**src/rtl/fxcd_pkg.sv**
```systemverilog
// constants, types and register map of the flash extended command host
// assumes a 20 MHz mclk and a flash part strobed by plain chip/write/output enables
package fxcd_pkg;

  // ==========================================================================
  // timing
  localparam int CLK_NS    = 50;
  localparam int SETUP_NS  = 50;
  localparam int WE_LOW_NS = 100;
  localparam int OE_LOW_NS = 150;
  localparam int HOLD_NS   = 50;
  localparam logic [3:0] SETUP_CYC = 4'((SETUP_NS + CLK_NS - 1) / CLK_NS);
  localparam logic [3:0] WE_CYC    = 4'((WE_LOW_NS + CLK_NS - 1) / CLK_NS);
  localparam logic [3:0] OE_CYC    = 4'((OE_LOW_NS + CLK_NS - 1) / CLK_NS);
  localparam logic [3:0] HOLD_CYC  = 4'((HOLD_NS + CLK_NS - 1) / CLK_NS);
  localparam logic [3:0] CNT_LAST  = 4'h1;

  // ==========================================================================
  // command codes and fixed data
  localparam logic [7:0] OPC_XSTAT   = 8'h71;
  localparam logic [7:0] OPC_SWAP    = 8'h72;
  localparam logic [7:0] OPC_PBLD    = 8'h74;
  localparam logic [7:0] OPC_PBRD    = 8'h75;
  localparam logic [7:0] OPC_SEQ     = 8'hE0;
  localparam logic [7:0] OPC_PBFL    = 8'h0C;
  localparam logic [7:0] OPC_TWOB    = 8'hFB;
  localparam logic [7:0] OPC_LOCK    = 8'h77;
  localparam logic [7:0] OPC_UPST    = 8'h97;
  localparam logic [7:0] OPC_UPINFO  = 8'h99;
  localparam logic [7:0] OPC_ERALL   = 8'hA7;
  localparam logic [7:0] OPC_RBCFG   = 8'h96;
  localparam logic [7:0] OPC_SLEEP   = 8'hF0;
  localparam logic [7:0] OPC_ABORT   = 8'h80;
  localparam logic [7:0] OPC_CONFIRM = 8'hD0;
  localparam logic [7:0] DATA_HI_ZERO = 8'h00;
  localparam logic [7:0] RB_MODE_MIN  = 8'h01;
  localparam logic [7:0] RB_MODE_MAX  = 8'h04;
  localparam logic [20:0] ADDR_ZERO   = 21'h0;
  localparam logic [20:0] ADDR_INC_X8  = 21'h1;
  localparam logic [20:0] ADDR_INC_X16 = 21'h2;

  // ==========================================================================
  // sequencing
  localparam logic [2:0] STEPS_ONE   = 3'h1;
  localparam logic [2:0] STEPS_TWO   = 3'h2;
  localparam logic [2:0] STEPS_THREE = 3'h3;
  localparam logic [2:0] STEP_FIRST  = 3'h0;
  localparam logic [2:0] STEP_SECOND = 3'h1;
  localparam logic [2:0] STEP_THIRD  = 3'h2;
  localparam logic [2:0] STEP_FEED   = 3'h3;

  // ==========================================================================
  // register map (byte offsets) and bit positions
  localparam logic [7:0] REG_CTRL   = 8'h00;
  localparam logic [7:0] REG_ADDR   = 8'h04;
  localparam logic [7:0] REG_WDATA  = 8'h08;
  localparam logic [7:0] REG_COUNT  = 8'h0C;
  localparam logic [7:0] REG_CFG    = 8'h10;
  localparam logic [7:0] REG_FEED   = 8'h14;
  localparam logic [7:0] REG_STATUS = 8'h18;
  localparam logic [7:0] REG_RDATA  = 8'h1C;
  localparam logic [7:0] REG_IRQ_ST = 8'h20;
  localparam logic [7:0] REG_IRQ_MK = 8'h24;
  localparam int IRQ_DONE    = 0;
  localparam int IRQ_REFUSED = 1;
  localparam int IRQ_READY   = 2;
  localparam int IRQ_BAD     = 3;
  localparam int CTRL_GO_BIT = 8;

  typedef enum logic [3:0] {
    OP_XSTAT = 4'h0, OP_SWAP = 4'h1, OP_PBRD = 4'h2, OP_PBLD = 4'h3,
    OP_SEQ = 4'h4, OP_PBFL = 4'h5, OP_TWOB = 4'h6, OP_LOCK = 4'h7,
    OP_UPST = 4'h8, OP_UPINFO = 4'h9, OP_ERALL = 4'hA, OP_RBCFG = 4'hB,
    OP_SLEEP = 4'hC, OP_ABORT = 4'hD
  } fxcd_op_type;

  typedef struct packed {
    logic        is_read;
    logic [20:0] addr;
    logic [15:0] data;
  } fxcd_cyc_req_type;

  typedef struct packed {
    logic        ce_n;
    logic        we_n;
    logic        oe_n;
    logic [20:0] addr;
    logic [15:0] dq_o;
    logic        dq_oe;
  } fxcd_pins_type;

endpackage

```
**src/rtl/fxcd_bus_cycle.sv**
```systemverilog
// one flash bus cycle: setup, write or output strobe, hold
// assumes start is only raised while the engine is idle
`timescale 1ns/1ps
module fxcd_bus_cycle import fxcd_pkg::*; (
  input  wire logic             mclk,
  input  wire logic             rst_b,
  input  wire logic             start,
  input  wire fxcd_cyc_req_type req,
  input  wire logic [15:0]      dq_i,
  output logic                  done,
  output logic [15:0]           rdata,
  output fxcd_pins_type         pins
);

  typedef enum logic [3:0] {
    PH_IDLE = 4'b0001, PH_SETUP = 4'b0010, PH_STROBE = 4'b0100, PH_HOLD = 4'b1000
  } fxcd_phase_type;

  typedef struct packed {
    fxcd_phase_type   ph;
    logic [3:0]       cnt;
    fxcd_cyc_req_type req;
    logic [15:0]      rdata;
    logic             done;
  } fxcd_cyc_state_type;

  fxcd_cyc_state_type s_r, s_nxt;

  // ==========================================================================
  // sequencing
  always_comb begin
    s_nxt = s_r;
    s_nxt.done = 1'b0;
    case (s_r.ph)
      PH_IDLE: begin
        if (start) begin
          s_nxt.req = req;
          s_nxt.ph  = PH_SETUP;
          s_nxt.cnt = SETUP_CYC;
        end
      end
      PH_SETUP: begin
        s_nxt.cnt = s_r.cnt - CNT_LAST;
        if (s_r.cnt == CNT_LAST) begin
          s_nxt.ph  = PH_STROBE;
          s_nxt.cnt = s_r.req.is_read ? OE_CYC : WE_CYC;
        end
      end
      PH_STROBE: begin
        s_nxt.cnt = s_r.cnt - CNT_LAST;
        if (s_r.cnt == CNT_LAST) begin
          // sample at the end of the output strobe, after access time
          if (s_r.req.is_read) begin
            s_nxt.rdata = dq_i;
          end
          s_nxt.ph  = PH_HOLD;
          s_nxt.cnt = HOLD_CYC;
        end
      end
      PH_HOLD: begin
        s_nxt.cnt = s_r.cnt - CNT_LAST;
        if (s_r.cnt == CNT_LAST) begin
          s_nxt.ph   = PH_IDLE;
          s_nxt.done = 1'b1;
        end
      end
      default: s_nxt.ph = PH_IDLE;
    endcase
  end

  always_ff @(posedge mclk or negedge rst_b) begin
    if (!rst_b) begin
      s_r <= '{ph: PH_IDLE, default: '0};
    end else begin
      s_r <= s_nxt;
    end
  end

  // ==========================================================================
  // pins
  always_comb begin
    pins.ce_n  = (s_r.ph == PH_IDLE);
    pins.we_n  = !((s_r.ph == PH_STROBE) && !s_r.req.is_read);
    pins.oe_n  = !((s_r.ph == PH_STROBE) && s_r.req.is_read);
    pins.addr  = s_r.req.addr;
    pins.dq_o  = s_r.req.data;
    pins.dq_oe = (s_r.ph != PH_IDLE) && !s_r.req.is_read;
  end

  assign done  = s_r.done;
  assign rdata = s_r.rdata;

endmodule // fxcd_bus_cycle

```
**src/rtl/fxcd_host_ctrl.sv**
```systemverilog
// host controller for the extended command set of a parallel flash
// assumes classic wishbone on the software side and synchronous flash pins
`timescale 1ns/1ps

module fxcd_host_ctrl import fxcd_pkg::*; (
  input  wire logic        mclk,
  input  wire logic        rst_b,
  input  wire logic [7:0]  wb_adr_i,
  input  wire logic [31:0] wb_dat_i,
  input  wire logic [3:0]  wb_sel_i,
  input  wire logic        wb_we_i,
  input  wire logic        wb_cyc_i,
  input  wire logic        wb_stb_i,
  output logic [31:0]      wb_dat_o,
  output logic             wb_ack_o,
  output logic             irq,
  output logic [20:0]      flash_addr,
  input  wire logic [15:0] dq_i,
  output logic [15:0]      dq_o,
  output logic             dq_oe,
  output logic             chip_select_0_n,
  output logic             chip_select_1_n,
  output logic             write_enable_n,
  output logic             output_enable_n,
  output logic             byte_select_n,
  input  wire logic        ready_busy_output
);

  typedef enum logic [3:0] {
    ST_IDLE = 4'b0001, ST_ISSUE = 4'b0010, ST_WAIT = 4'b0100, ST_FEED = 4'b1000
  } fxcd_fsm_type;

  typedef struct packed {
    fxcd_fsm_type st;
    fxcd_op_type  op;
    logic [2:0]   step;
    logic [20:0]  addr;
    logic [15:0]  wdata;
    logic [7:0]   cnt;
    logic [7:0]   left;
    logic [20:0]  feed_addr;
    logic [15:0]  feed_data;
    logic         byte_mode;
    logic [15:0]  rdata;
    logic [3:0]   irq_st;
    logic [3:0]   irq_mk;
    logic         ack;
    logic [31:0]  rd;
    logic         uploaded;
    logic         sleeping;
    logic         rb_q;
  } fxcd_ctl_state_type;

  fxcd_ctl_state_type s_r, s_nxt;
  fxcd_cyc_req_type   req;
  fxcd_pins_type      pins;
  logic               cyc_start;
  logic               cyc_done;
  logic [15:0]        cyc_rdata;
  logic               take;
  logic               go;
  logic               feed_go;
  logic [3:0]         set;
  logic [3:0]         clr;
  logic [31:0]        msk;
  logic [31:0]        wv;
  logic               bad;
  logic [9:0]         seg_end;

  // ==========================================================================
  // helpers
  function automatic logic [7:0] opc(input fxcd_op_type o);
    case (o)
      OP_XSTAT:  opc = OPC_XSTAT;
      OP_SWAP:   opc = OPC_SWAP;
      OP_PBRD:   opc = OPC_PBRD;
      OP_PBLD:   opc = OPC_PBLD;
      OP_SEQ:    opc = OPC_SEQ;
      OP_PBFL:   opc = OPC_PBFL;
      OP_TWOB:   opc = OPC_TWOB;
      OP_LOCK:   opc = OPC_LOCK;
      OP_UPST:   opc = OPC_UPST;
      OP_UPINFO: opc = OPC_UPINFO;
      OP_ERALL:  opc = OPC_ERALL;
      OP_RBCFG:  opc = OPC_RBCFG;
      OP_SLEEP:  opc = OPC_SLEEP;
      default:   opc = OPC_ABORT;
    endcase
  endfunction

  function automatic logic [2:0] steps_of(input fxcd_op_type o);
    case (o)
      OP_SWAP, OP_SLEEP, OP_ABORT: steps_of = STEPS_ONE;
      OP_SEQ, OP_PBFL, OP_TWOB:    steps_of = STEPS_THREE;
      default:                     steps_of = STEPS_TWO;
    endcase
  endfunction

  function automatic fxcd_cyc_req_type step_req(input fxcd_ctl_state_type s);
    fxcd_cyc_req_type r;
    logic [7:0]       lo;
    logic [7:0]       hi;
    logic             sw;
    r.is_read = 1'b0;
    r.addr    = s.addr;
    // upper data byte zero on count cycles
    r.data    = {DATA_HI_ZERO, s.cnt};
    lo        = (s.op == OP_TWOB) ? s.wdata[7:0] : s.cnt;
    hi        = (s.op == OP_TWOB) ? s.wdata[15:8] : DATA_HI_ZERO;
    // in byte mode the first byte follows the lowest address bit
    sw        = s.byte_mode && s.addr[0];
    case (s.step)
      STEP_FIRST: begin
        r.addr = ADDR_ZERO;
        r.data = {DATA_HI_ZERO, opc(s.op)};
      end
      STEP_SECOND: begin
        case (s.op)
          // report read at the given address
          OP_XSTAT, OP_PBRD: r.is_read = 1'b1;
          OP_PBLD: r.data = s.wdata;
          OP_SEQ: r.data = {DATA_HI_ZERO, s.cnt};
          OP_PBFL, OP_TWOB: r.data = {DATA_HI_ZERO, sw ? hi : lo};
          OP_LOCK: r.data = {DATA_HI_ZERO, OPC_CONFIRM};
          OP_RBCFG: begin
            r.addr = ADDR_ZERO;
            r.data = {DATA_HI_ZERO, s.wdata[7:0]};
          end
          default: begin
            r.addr = ADDR_ZERO;
            r.data = {DATA_HI_ZERO, OPC_CONFIRM};
          end
        endcase
      end
      STEP_THIRD: begin
        // program target address on the last cycle
        if (s.op == OP_SEQ) begin
          r.data = {DATA_HI_ZERO, DATA_HI_ZERO};
        end else begin
          r.data = {DATA_HI_ZERO, sw ? lo : hi};
        end
      end
      default: begin
        r.addr = s.feed_addr;
        r.data = s.feed_data;
      end
    endcase
    return r;
  endfunction

  // ==========================================================================
  // checks made before an order is accepted
  always_comb begin
    // last byte touched must stay in the same segment
    seg_end = {2'b00, s_r.addr[7:0]} + (s_r.byte_mode ? {2'b00, s_r.cnt} : {1'b0, s_r.cnt, 1'b1});
    bad = 1'b0;
    if (wb_dat_i[3:0] > OP_ABORT) begin
      bad = 1'b1;
    end
    if ((wb_dat_i[3:0] == OP_TWOB) && !s_r.byte_mode) begin
      bad = 1'b1;
    end
    if (((wb_dat_i[3:0] == OP_SEQ) || (wb_dat_i[3:0] == OP_PBFL)) && (|seg_end[9:8])) begin
      bad = 1'b1;
    end
    // out-of-range mode byte refused as improper
    if ((wb_dat_i[3:0] == OP_RBCFG) && ((s_r.wdata[7:0] < RB_MODE_MIN) || (s_r.wdata[7:0] > RB_MODE_MAX))) begin
      bad = 1'b1;
    end
  end

  // ==========================================================================
  // register slave and sequencer
  always_comb begin
    s_nxt   = s_r;
    set     = '0;
    clr     = '0;
    go      = 1'b0;
    feed_go = 1'b0;
    msk     = {{8{wb_sel_i[3]}}, {8{wb_sel_i[2]}}, {8{wb_sel_i[1]}}, {8{wb_sel_i[0]}}};
    wv      = wb_dat_i & msk;
    take    = wb_cyc_i && wb_stb_i && !s_r.ack;
    s_nxt.ack = take;
    if (take) begin
      case (wb_adr_i)
        REG_ADDR:   s_nxt.rd = {11'h000, s_r.addr};
        REG_WDATA:  s_nxt.rd = {16'h0000, s_r.wdata};
        REG_COUNT:  s_nxt.rd = {24'h000000, s_r.cnt};
        REG_CFG:    s_nxt.rd = {31'h00000000, s_r.byte_mode};
        // lock state valid only once uploaded
        REG_STATUS: s_nxt.rd = {27'h0000000, s_r.sleeping, s_r.uploaded, s_r.rb_q,
                                (s_r.st == ST_FEED), (s_r.st != ST_IDLE)};
        REG_RDATA:  s_nxt.rd = {16'h0000, s_r.rdata};
        REG_IRQ_ST: s_nxt.rd = {28'h0000000, s_r.irq_st};
        REG_IRQ_MK: s_nxt.rd = {28'h0000000, s_r.irq_mk};
        default:    s_nxt.rd = 32'h00000000;
      endcase
      if (wb_we_i) begin
        case (wb_adr_i)
          REG_CTRL:   go = wb_sel_i[1] && wb_dat_i[CTRL_GO_BIT];
          REG_ADDR:   s_nxt.addr = 21'((({11'h000, s_r.addr}) & ~msk) | wv);
          REG_WDATA:  s_nxt.wdata = 16'((({16'h0000, s_r.wdata}) & ~msk) | wv);
          REG_COUNT:  if (wb_sel_i[0]) s_nxt.cnt = wb_dat_i[7:0];
          REG_CFG:    if (wb_sel_i[0]) s_nxt.byte_mode = wb_dat_i[0];
          REG_FEED:   begin
            feed_go = 1'b1;
            s_nxt.feed_data = wb_dat_i[15:0];
          end
          REG_IRQ_ST: clr = wv[3:0];
          REG_IRQ_MK: if (wb_sel_i[0]) s_nxt.irq_mk = wb_dat_i[3:0];
          default: ;
        endcase
      end
    end

    case (s_r.st)
      ST_IDLE: begin
        if (feed_go) begin
          set[IRQ_REFUSED] = 1'b1;
        end
        if (go && bad) begin
          set[IRQ_BAD] = 1'b1;
        end else if (go) begin
          s_nxt.op       = fxcd_op_type'(wb_dat_i[3:0]);
          s_nxt.step     = STEP_FIRST;
          s_nxt.sleeping = 1'b0;
          s_nxt.st       = ST_ISSUE;
        end
      end
      ST_ISSUE: begin
        set[IRQ_REFUSED] = go || feed_go;
        s_nxt.st = ST_WAIT;
      end
      ST_WAIT: begin
        if (go || feed_go) begin
          set[IRQ_REFUSED] = 1'b1;
        end
        if (cyc_done) begin
          if (s_r.step == STEP_SECOND && (s_r.op == OP_XSTAT || s_r.op == OP_PBRD)) begin
            s_nxt.rdata = cyc_rdata;
          end
          s_nxt.step = s_r.step + STEPS_ONE;
          s_nxt.st   = ST_ISSUE;
          if (s_r.step == STEP_FEED) begin
            s_nxt.feed_addr = s_r.feed_addr + (s_r.byte_mode ? ADDR_INC_X8 : ADDR_INC_X16);
            s_nxt.left      = s_r.left - 8'h01;
            s_nxt.step      = STEP_FEED;
            s_nxt.st        = ST_FEED;
            if (s_r.left == 8'h00) begin
              s_nxt.st = ST_IDLE;
              set[IRQ_DONE] = 1'b1;
            end
          end else if (s_r.step + STEPS_ONE == steps_of(s_r.op)) begin
            if (s_r.op == OP_SEQ) begin
              // items follow from the fourth cycle
              // count register holds items minus one
              s_nxt.left      = s_r.cnt;
              s_nxt.feed_addr = s_r.addr;
              s_nxt.step      = STEP_FEED;
              s_nxt.st        = ST_FEED;
            end else begin
              s_nxt.st = ST_IDLE;
              set[IRQ_DONE] = 1'b1;
              if (s_r.op == OP_UPST) begin
                s_nxt.uploaded = 1'b1;
              end
              if (s_r.op == OP_SLEEP) begin
                s_nxt.sleeping = 1'b1;
              end
            end
          end
        end
      end
      ST_FEED: begin
        if (go) begin
          set[IRQ_REFUSED] = 1'b1;
        end
        // the sequence waits for software, so a slow feeder only stretches the load
        if (feed_go) begin
          s_nxt.st = ST_ISSUE;
        end
      end
      default: s_nxt.st = ST_IDLE;
    endcase

    // ready edge reported on every rising edge of the ready/busy input, whatever the sequencer state
    s_nxt.rb_q = ready_busy_output;
    if (ready_busy_output && !s_r.rb_q) begin
      set[IRQ_READY] = 1'b1;
    end
    // a new event beats a clear in the same cycle
    s_nxt.irq_st = (s_r.irq_st & ~clr) | set;
  end

  always_ff @(posedge mclk or negedge rst_b) begin
    if (!rst_b) begin
      s_r <= '{st: ST_IDLE, op: OP_XSTAT, rb_q: 1'b1, default: '0};
    end else begin
      s_r <= s_nxt;
    end
  end

  // ==========================================================================
  // flash cycles
  assign cyc_start = (s_r.st == ST_ISSUE);
  assign req       = step_req(s_r);

  fxcd_bus_cycle u_cycle (
    .mclk  (mclk),
    .rst_b (rst_b),
    .start (cyc_start),
    .req   (req),
    .dq_i  (dq_i),
    .done  (cyc_done),
    .rdata (cyc_rdata),
    .pins  (pins)
  );

  // chip selects high between cycles and while asleep
  assign chip_select_0_n = pins.ce_n;
  assign chip_select_1_n = pins.ce_n;
  assign write_enable_n  = pins.we_n;
  assign output_enable_n = pins.oe_n;
  assign flash_addr      = pins.addr;
  assign dq_o            = pins.dq_o;
  assign dq_oe           = pins.dq_oe;
  // byte-wide select low in byte mode
  assign byte_select_n   = !s_r.byte_mode;
  assign wb_ack_o        = s_r.ack;
  assign wb_dat_o        = s_r.rd;
  assign irq             = |(s_r.irq_st & s_r.irq_mk);

endmodule // fxcd_host_ctrl

```
**config.mk**
```make
export PLATFORM = sky130hd
export DESIGN_NAME = fxcd_host_ctrl
export DESIGN_NICKNAME = d
export VERILOG_FILES = /design/src/rtl/fxcd_pkg.sv /design/src/rtl/fxcd_bus_cycle.sv /design/src/rtl/fxcd_host_ctrl.sv
export SDC_FILE = /design/constraint.sdc
export NUM_CORES = 1
export LEC_CHECK = 0
export ABC_CLOCK_PERIOD_IN_PS = 9400
export BUFFER_PORTS_ARGS = -buffer_cell sky130_fd_sc_hd__buf_2
export CAP_MARGIN = 20
export CORE_UTILIZATION = 50
export CTS_BUF_LIST = sky130_fd_sc_hd__clkbuf_8
export CTS_CLUSTER_DIAMETER = 200
export DETAILED_ROUTE_END_ITERATION = 10
export PLACE_DENSITY_LB_ADDON = 0.25
export RECOVER_POWER = 100
export REMOVE_ABC_BUFFERS = 1
export SYNTH_ARGS = -nofsm -noshare
export SYNTH_HDL_FRONTEND = slang
export SYNTH_SLANG_ARGS = --single-unit
```
**constraint.sdc**
```tcl
create_clock -name mclk -period 9.4 [get_ports mclk]
set_input_delay 0.94 -clock mclk [delete_from_list [all_inputs] [get_ports mclk]]
set_output_delay 0.94 -clock mclk [all_outputs]
set_load 0.005 [all_outputs]
```
Yosys cells after proc, flatten, opt, wreduce, memory -nomap -nowiden

Memories as Yosys holds them, arrays and structs flattened.
Cells that the tools add are included.

Register bits after elaboration: 225
ROM bits: 128
Input port bits: 66
Output and inout port bits: 77
Word-level logic and storage cells: 232
Memories: 1

Memory list:

| memory           | depth | width | read ports | clocked after memory_dff | write ports | RTL line             | RTL |
|---|---|---|---|---|---|---|---|
| (name not given) | 16    | 8     | 1          | 0                        | 0           | fxcd_host_ctrl.sv:73 | `case (o)` |

$add $sub $neg: 5
Magnitude comparators: 3
Equality and inequality tests: 51
Mux-type cells: 78
Bitwise operators: 13
Reduce and logical (&&, ||, !) cells: 56

Operator list:

| cell                 | number |
|---|---|
| $pmux W21 S8         | 1 |
| $mux W29             | 3 |
| $pmux W16 S4         | 1 |
| $pmux W21 S3         | 1 |
| $mux W8              | 7 |
| $pmux W16 S3         | 1 |
| $pmux W4 S4          | 3 |
| $mux W46             | 1 |
| $and A21 B21 Y21     | 2 |
| $mux W4              | 10 |
| $eq A4 B3 Y1 const B | 9 |
| $mux W1              | 34 |
| $eq A8 B5 Y1 const B | 4 |
| $eq A4 B4 Y1 const B | 7 |
| $reduce_and A4 Y1    | 7 |
| $mux W11             | 2 |
| $add A21 B2 Y21      | 1 |
| $mux W21             | 1 |
| $mux W3              | 7 |
| $not A21 Y21         | 1 |
| $or A21 B21 Y21      | 1 |
| $reduce_and A3 Y1    | 6 |
| $and A16 B16 Y16     | 1 |
| $eq A4 B1 Y1 const B | 4 |
| 43 further kinds     | 91 |

Longest topological paths before layout

Depth after elaboration: 12
Mapped depth: 9
Depth with buffers taken out: 7

Modules after synthesis

A second synthesis with hierarchy kept.

Cells, all modules: 1149
Area, all modules: 12109.1 µm²

By module, submodules not included:

| module         | instances | cells an instance | area each (µm²) | sequential area each (µm²) |
|---|---|---|---|---|
| fxcd_host_ctrl | 1         | 909               | 8988.6          | 3781.1 |
| fxcd_bus_cycle | 1         | 240               | 3120.5          | 1577.8 |

Worst setup path after synthesis

OpenSTA, ideal clock, no wires.

Path type: register to register
From: register s_r[60] in the netlist's numbering
To: register s_r[154] in the netlist's numbering
Setup time: 125 ps
Arrival: 2863 ps
Data required time: 9275 ps
Setup slack: 6412 ps
Cell stages (with the launch flop): 9
Buffers on the path: 1
Clock period less this slack: 2988 ps
Cells stage by stage: dfrtp_1 > buf_1 > mux2_2 > ha_1 > and3_1 > a221oi_1 > o211ai_1 > a2111oi_4 > mux2_2

Cells in the longest elaborated chain, start to end: 9
Elaborated cells between the ends (all ways): 12
Those cells by class: add/sub (1); mux (4); bitwise (1); reduce/logical (6)

RTL lines:

| what                          | RTL line              | RTL |
|---|---|---|
| start, declared               | fxcd_host_ctrl.sv:54  | `fxcd_ctl_state_type s_r, s_nxt;` |
| start signal, assigned        | fxcd_host_ctrl.sv:299 | `s_r <= s_nxt;` |
| $mux W9                       | fxcd_host_ctrl.sv:155 | `seg_end = {2'b00, s_r.addr[7:0]} + (s_r.byte_mode ? {2'b00, s_r.cnt} : {1'b0, s_r.cnt, 1'b1});` |
| $add A8 B9 Y10                | fxcd_host_ctrl.sv:155 |  |
| $reduce_or A2 Y1              | fxcd_host_ctrl.sv:163 | `if (((wb_dat_i[3:0] == OP_SEQ) \|\| (wb_dat_i[3:0] == OP_PBFL)) && (\|seg_end[9:8])) begin` |
| $logic_and A1 B1 Y1           | fxcd_host_ctrl.sv:163 |  |
| $mux W1 *                     | fxcd_host_ctrl.sv:163 |  |
| $mux W1 *                     | fxcd_host_ctrl.sv:167 | `if ((wb_dat_i[3:0] == OP_RBCFG) && ((s_r.wdata[7:0] < RB_MODE_MIN) \|\| (s_r.wdata[7:0] > RB_MODE_MAX))) begin` |
| $logic_and A1 B1 Y1 *         | fxcd_host_ctrl.sv:221 | `if (go && bad) begin` |
| $not A1 Y1 (no line) *        | --                    |  |
| $reduce_and A3 Y1 (no line) * | --                    |  |

Mark *: on every way between the ends. The rest lies on a longest branch, timed or not.
A chain may end at the register's enable or synchronous reset.

Worst setup path after layout

From: register s_r[60] in the netlist's numbering
To: register s_r[157] in the netlist's numbering

The elaborated chain is that of the path after synthesis.

==> flow_summary_export.csv <==
group,metric,value,unit
synthesis,synth_cells,1163,
setup_path,worstPathArrival,5.16,ns
route,via_per_inst,6.156,
grt,grt_max_degree,83,
run_status,violations,"capacitance limit, slew limit",
clocking,root_buffer,"clkbuf_8",
run,drv_cap,5,
power_and_ir_drop,pwr-share-clk,0.445,
synthesis,synth_edf_count,0,
route,drt-initial-drc-count,703,
cells_and_area,design_area,12830,um^2
power_and_ir_drop,switching_share,0.2389,
cells_and_area,antennaDiodeCount,0,
synthesis,yosysUniqueCellTypes,80,
floorplan,die_y,156.4,um
synthesis,synth_top_cell_area_share,0.4431,
sta,finalWorstSetupSlack,4.642,ns
power_and_ir_drop,power,1.850,mW
sta,relSlewSlack,-1.356,
setup_path,crit_chain,"mux2_2 -> ha_1 -> and3_1 -> a221oi_1 -> o211ai_1 -> a2111oi_0 -> mux2_1",
power_and_ir_drop,p_switching,0.4421,mW
clocking,cts_buffers,39,
sta,hold_violations,0,
setup_path,crit_type,"register to register",
floorplan,core,23400,um^2
grt,antenna_found_initial,1,
floorplan,die-width,156.4,um
grt,globalRouteMet2Util,0.4105,
grt,grt_first_pass_wirelength,50.56,mm
sta,fin_setup_tns,0,ns
floorplan,die_area,24450,um^2
setup_path,cp.required,9.80,ns
route,drt-total-wl,31.90,mm
placement,place_area,12240,um^2
clocking,cts_resized,0,
cells_and_area,final_common_cell,"dfrtp_1",
route,wire_per_inst,20.63,um
min_path,hold_path_class,"register to register",
sta,rsz0062_at_grt,"false",
clocking,clk_latency,0.54,ns
cells_and_area,final_cell_mix,"211 x dfrtp_1, 122 x nor2_1, 113 x mux2_2, 86 x buf_2, 67 x nand2_1",
floorplan,boundaryPins,143,
synthesis,async_reset_ff_frac,1.000,
grt,grt_overflow,0,
clocking,cts_sinks,214,
power_and_ir_drop,power.share.sequential,0.513,
cells_and_area,fillers,2200,
run_status,status,"complete, but fails checks",
route,dr_total_vias,9517,
placement,port_buffers,119,
synthesis,avgSynthCellArea,10.25,um^2
route,final_antenna_net_count,0,
clocking,clk_path_buf_depth,3,
synthesis,synth-seq-cells,214,
grt,grt_pass1_vias,9003,
power_and_ir_drop,leakage,5.820,nW
cells_and_area,nets,1293,
placement,dp_hpwl,21.29,mm
setup_path,critPathLaunchType,"register",
sta,skew,0.01473,ns
floorplan,rows,56,
power_and_ir_drop,ir_drop,0.09814,mV
sta,drv_slew,150,
setup_path,crit_slowest_cell,"a2111oi_0",
synthesis,synth_area,11920,um^2
synthesis,netlist_top_cells_area,"dfrtp_1 44%, mux2_2 11%, buf_4 4.5%, nor2_1 3.8%, a221oi_1 2.4%",
grt,grt_usage,0.2667,
sta,worst_slew_pin_slew,3.534,ns
synthesis,synth_top_area_cell,"dfrtp_1",
clocking,clk_pin_slew,0.05,ns
power_and_ir_drop,combPwrFrac,0.042,
grt,grt.met1_usage,0.3761,
synthesis,ys_seq_area_frac,0.4498,
cells_and_area,syn2layout_area_growth,7.708,%
setup_path,path_max_fanout,15,
sta,max_freq,0.2102,GHz
power_and_ir_drop,power_density,144.2,nW/um^2
clocking,cts_hold_buf,0,
placement,post-place-ws,6.088,ns
sta,period_needed,4.758,ns
route,first_pass_iters,5,
sta,fin_crit_sh,0.5062,
placement,gp_congestion,0.8869,
setup_path,slowest_delay,2.13,ns
synthesis,yosysWarnings,0,
grt,grt_use_met3,0.04459,
cells_and_area,final_layout_size_suffix_gt1_frac,0.2298,
synthesis,synth_ff_type,"dfrtp_1",
grt,grt.busiest_layer,"met2",
clocking,cts_tree,"built",
route,route.detailed.drc,0,
power_and_ir_drop,intPower,1.408,mW
setup_path,critPathCaptureType,"register",
clocking,postCtsSetupRepairBufs,0,
floorplan,start_util,0.5091,
clocking,htreeDepth,2,
sta,setup-violations-final,0,
[power groups by stage]
stage | clock network (mW) | logic [mW] | registers, mW
6_report | 0.822 | 0.0781 | 0.950
5_1_grt | 0.882 | 0.0889 | 0.951
4_1_cts | 0.846 | 0.0819 | 0.949
3_5_place_dp | 0 | 0.0816 | 0.965
3_3_place_gp | 0 | 0.0802 | 0.965
2_1_floorplan | 0 | 0.0257 | 0.963
[routing by layer]
layer	routed length (um)	vias up
met5	12	-
met4	934	2
met3	2096	58
met2	14350	341
met1	14500	4752
li1	-	4364
[cell type report]
cell class	instances	area, um^2	share of cell area
sequential	214	5359	0.4176
tap	319	399.1	0.03110
clock inverter	18	80.08	0.006240
multi-input combinational	791	5609	0.4371
clock buffer	46	633.1	0.04933
inverter	23	86.33	0.006727
timing repair buffer	135	666.9	0.05196
[kinds of logic after synthesis]
logic type,synth area share
flops,0.4498
compound gates,0.1840
simple gates,0.1439
other cells,0.0003147
mux,0.1190
fa+ha+maj,0.02478
buf+inv,0.07687
xor+xnor,0.001470
[critical path: cells and delay by family, from the launching register on]
family	cells	cell delay (ns)
adder cells (fa/ha/maj)	1	0.29
AND/OR/NAND/NOR	1	0.17
multiplexers	2	0.82
flip-flops	1	0.74
AO/OA/AOI/OAI	3	2.62
[through the flow]
stage	hold WS [ns]	cells	utilization
5_1_grt	0.4823	1546	0.5484
6_report	0.4590	1546	0.5484
4_1_cts	0.3416	1542	0.5536
2_1_floorplan	0.4374	1028	-
3_5_place_dp	0.4519	1478	0.5232
3_3_place_gp	0.4480	1477	0.5227
[cell usage after synthesis, drive strengths merged, types with 4 or more instances]
library cell and n:
mux2i 10, a22o 9, nand2 67, a222oi 6, a221o 4, o2bb2ai 5
nor3b 5, a21oi 34, and3 12, o21ai 32, or4b 4, nand3 33
buf 89, o221ai 12, a221oi 33, nor2 122, a311o 4, a22oi 34
ha 22, nand2b 8, a31oi 36, clkbuf 56, inv 22, nor2b 12
o22ai 17, nand4 9, nor4 10, a21o 5, and2 9, a31o 4
o22a 6, or2 5, mux2 117, dfrtp 211, o211ai 7, a2bb2oi 7
nor4b 8, nor3 14, o32a 4
[path summary, 6_finish.rpt]
check	start	to	slack, ns	cells after the start
max in group asynchronous	rst_b	s_r[66]	5.43	2
worst max register to register	s_r[60]	s_r[157]	4.64	7
worst min register to register	wb_dat_o[17]	wb_dat_o[17]	0.46	2
min in group asynchronous	rst_b	u_cycle.pins[36]	1.60	1
worst min-delay path	wb_dat_o[17]	wb_dat_o[17]	0.46	2
worst max-delay path	s_r[60]	s_r[157]	4.64	7
No activity file was read; power rests on OpenSTA's default activity.
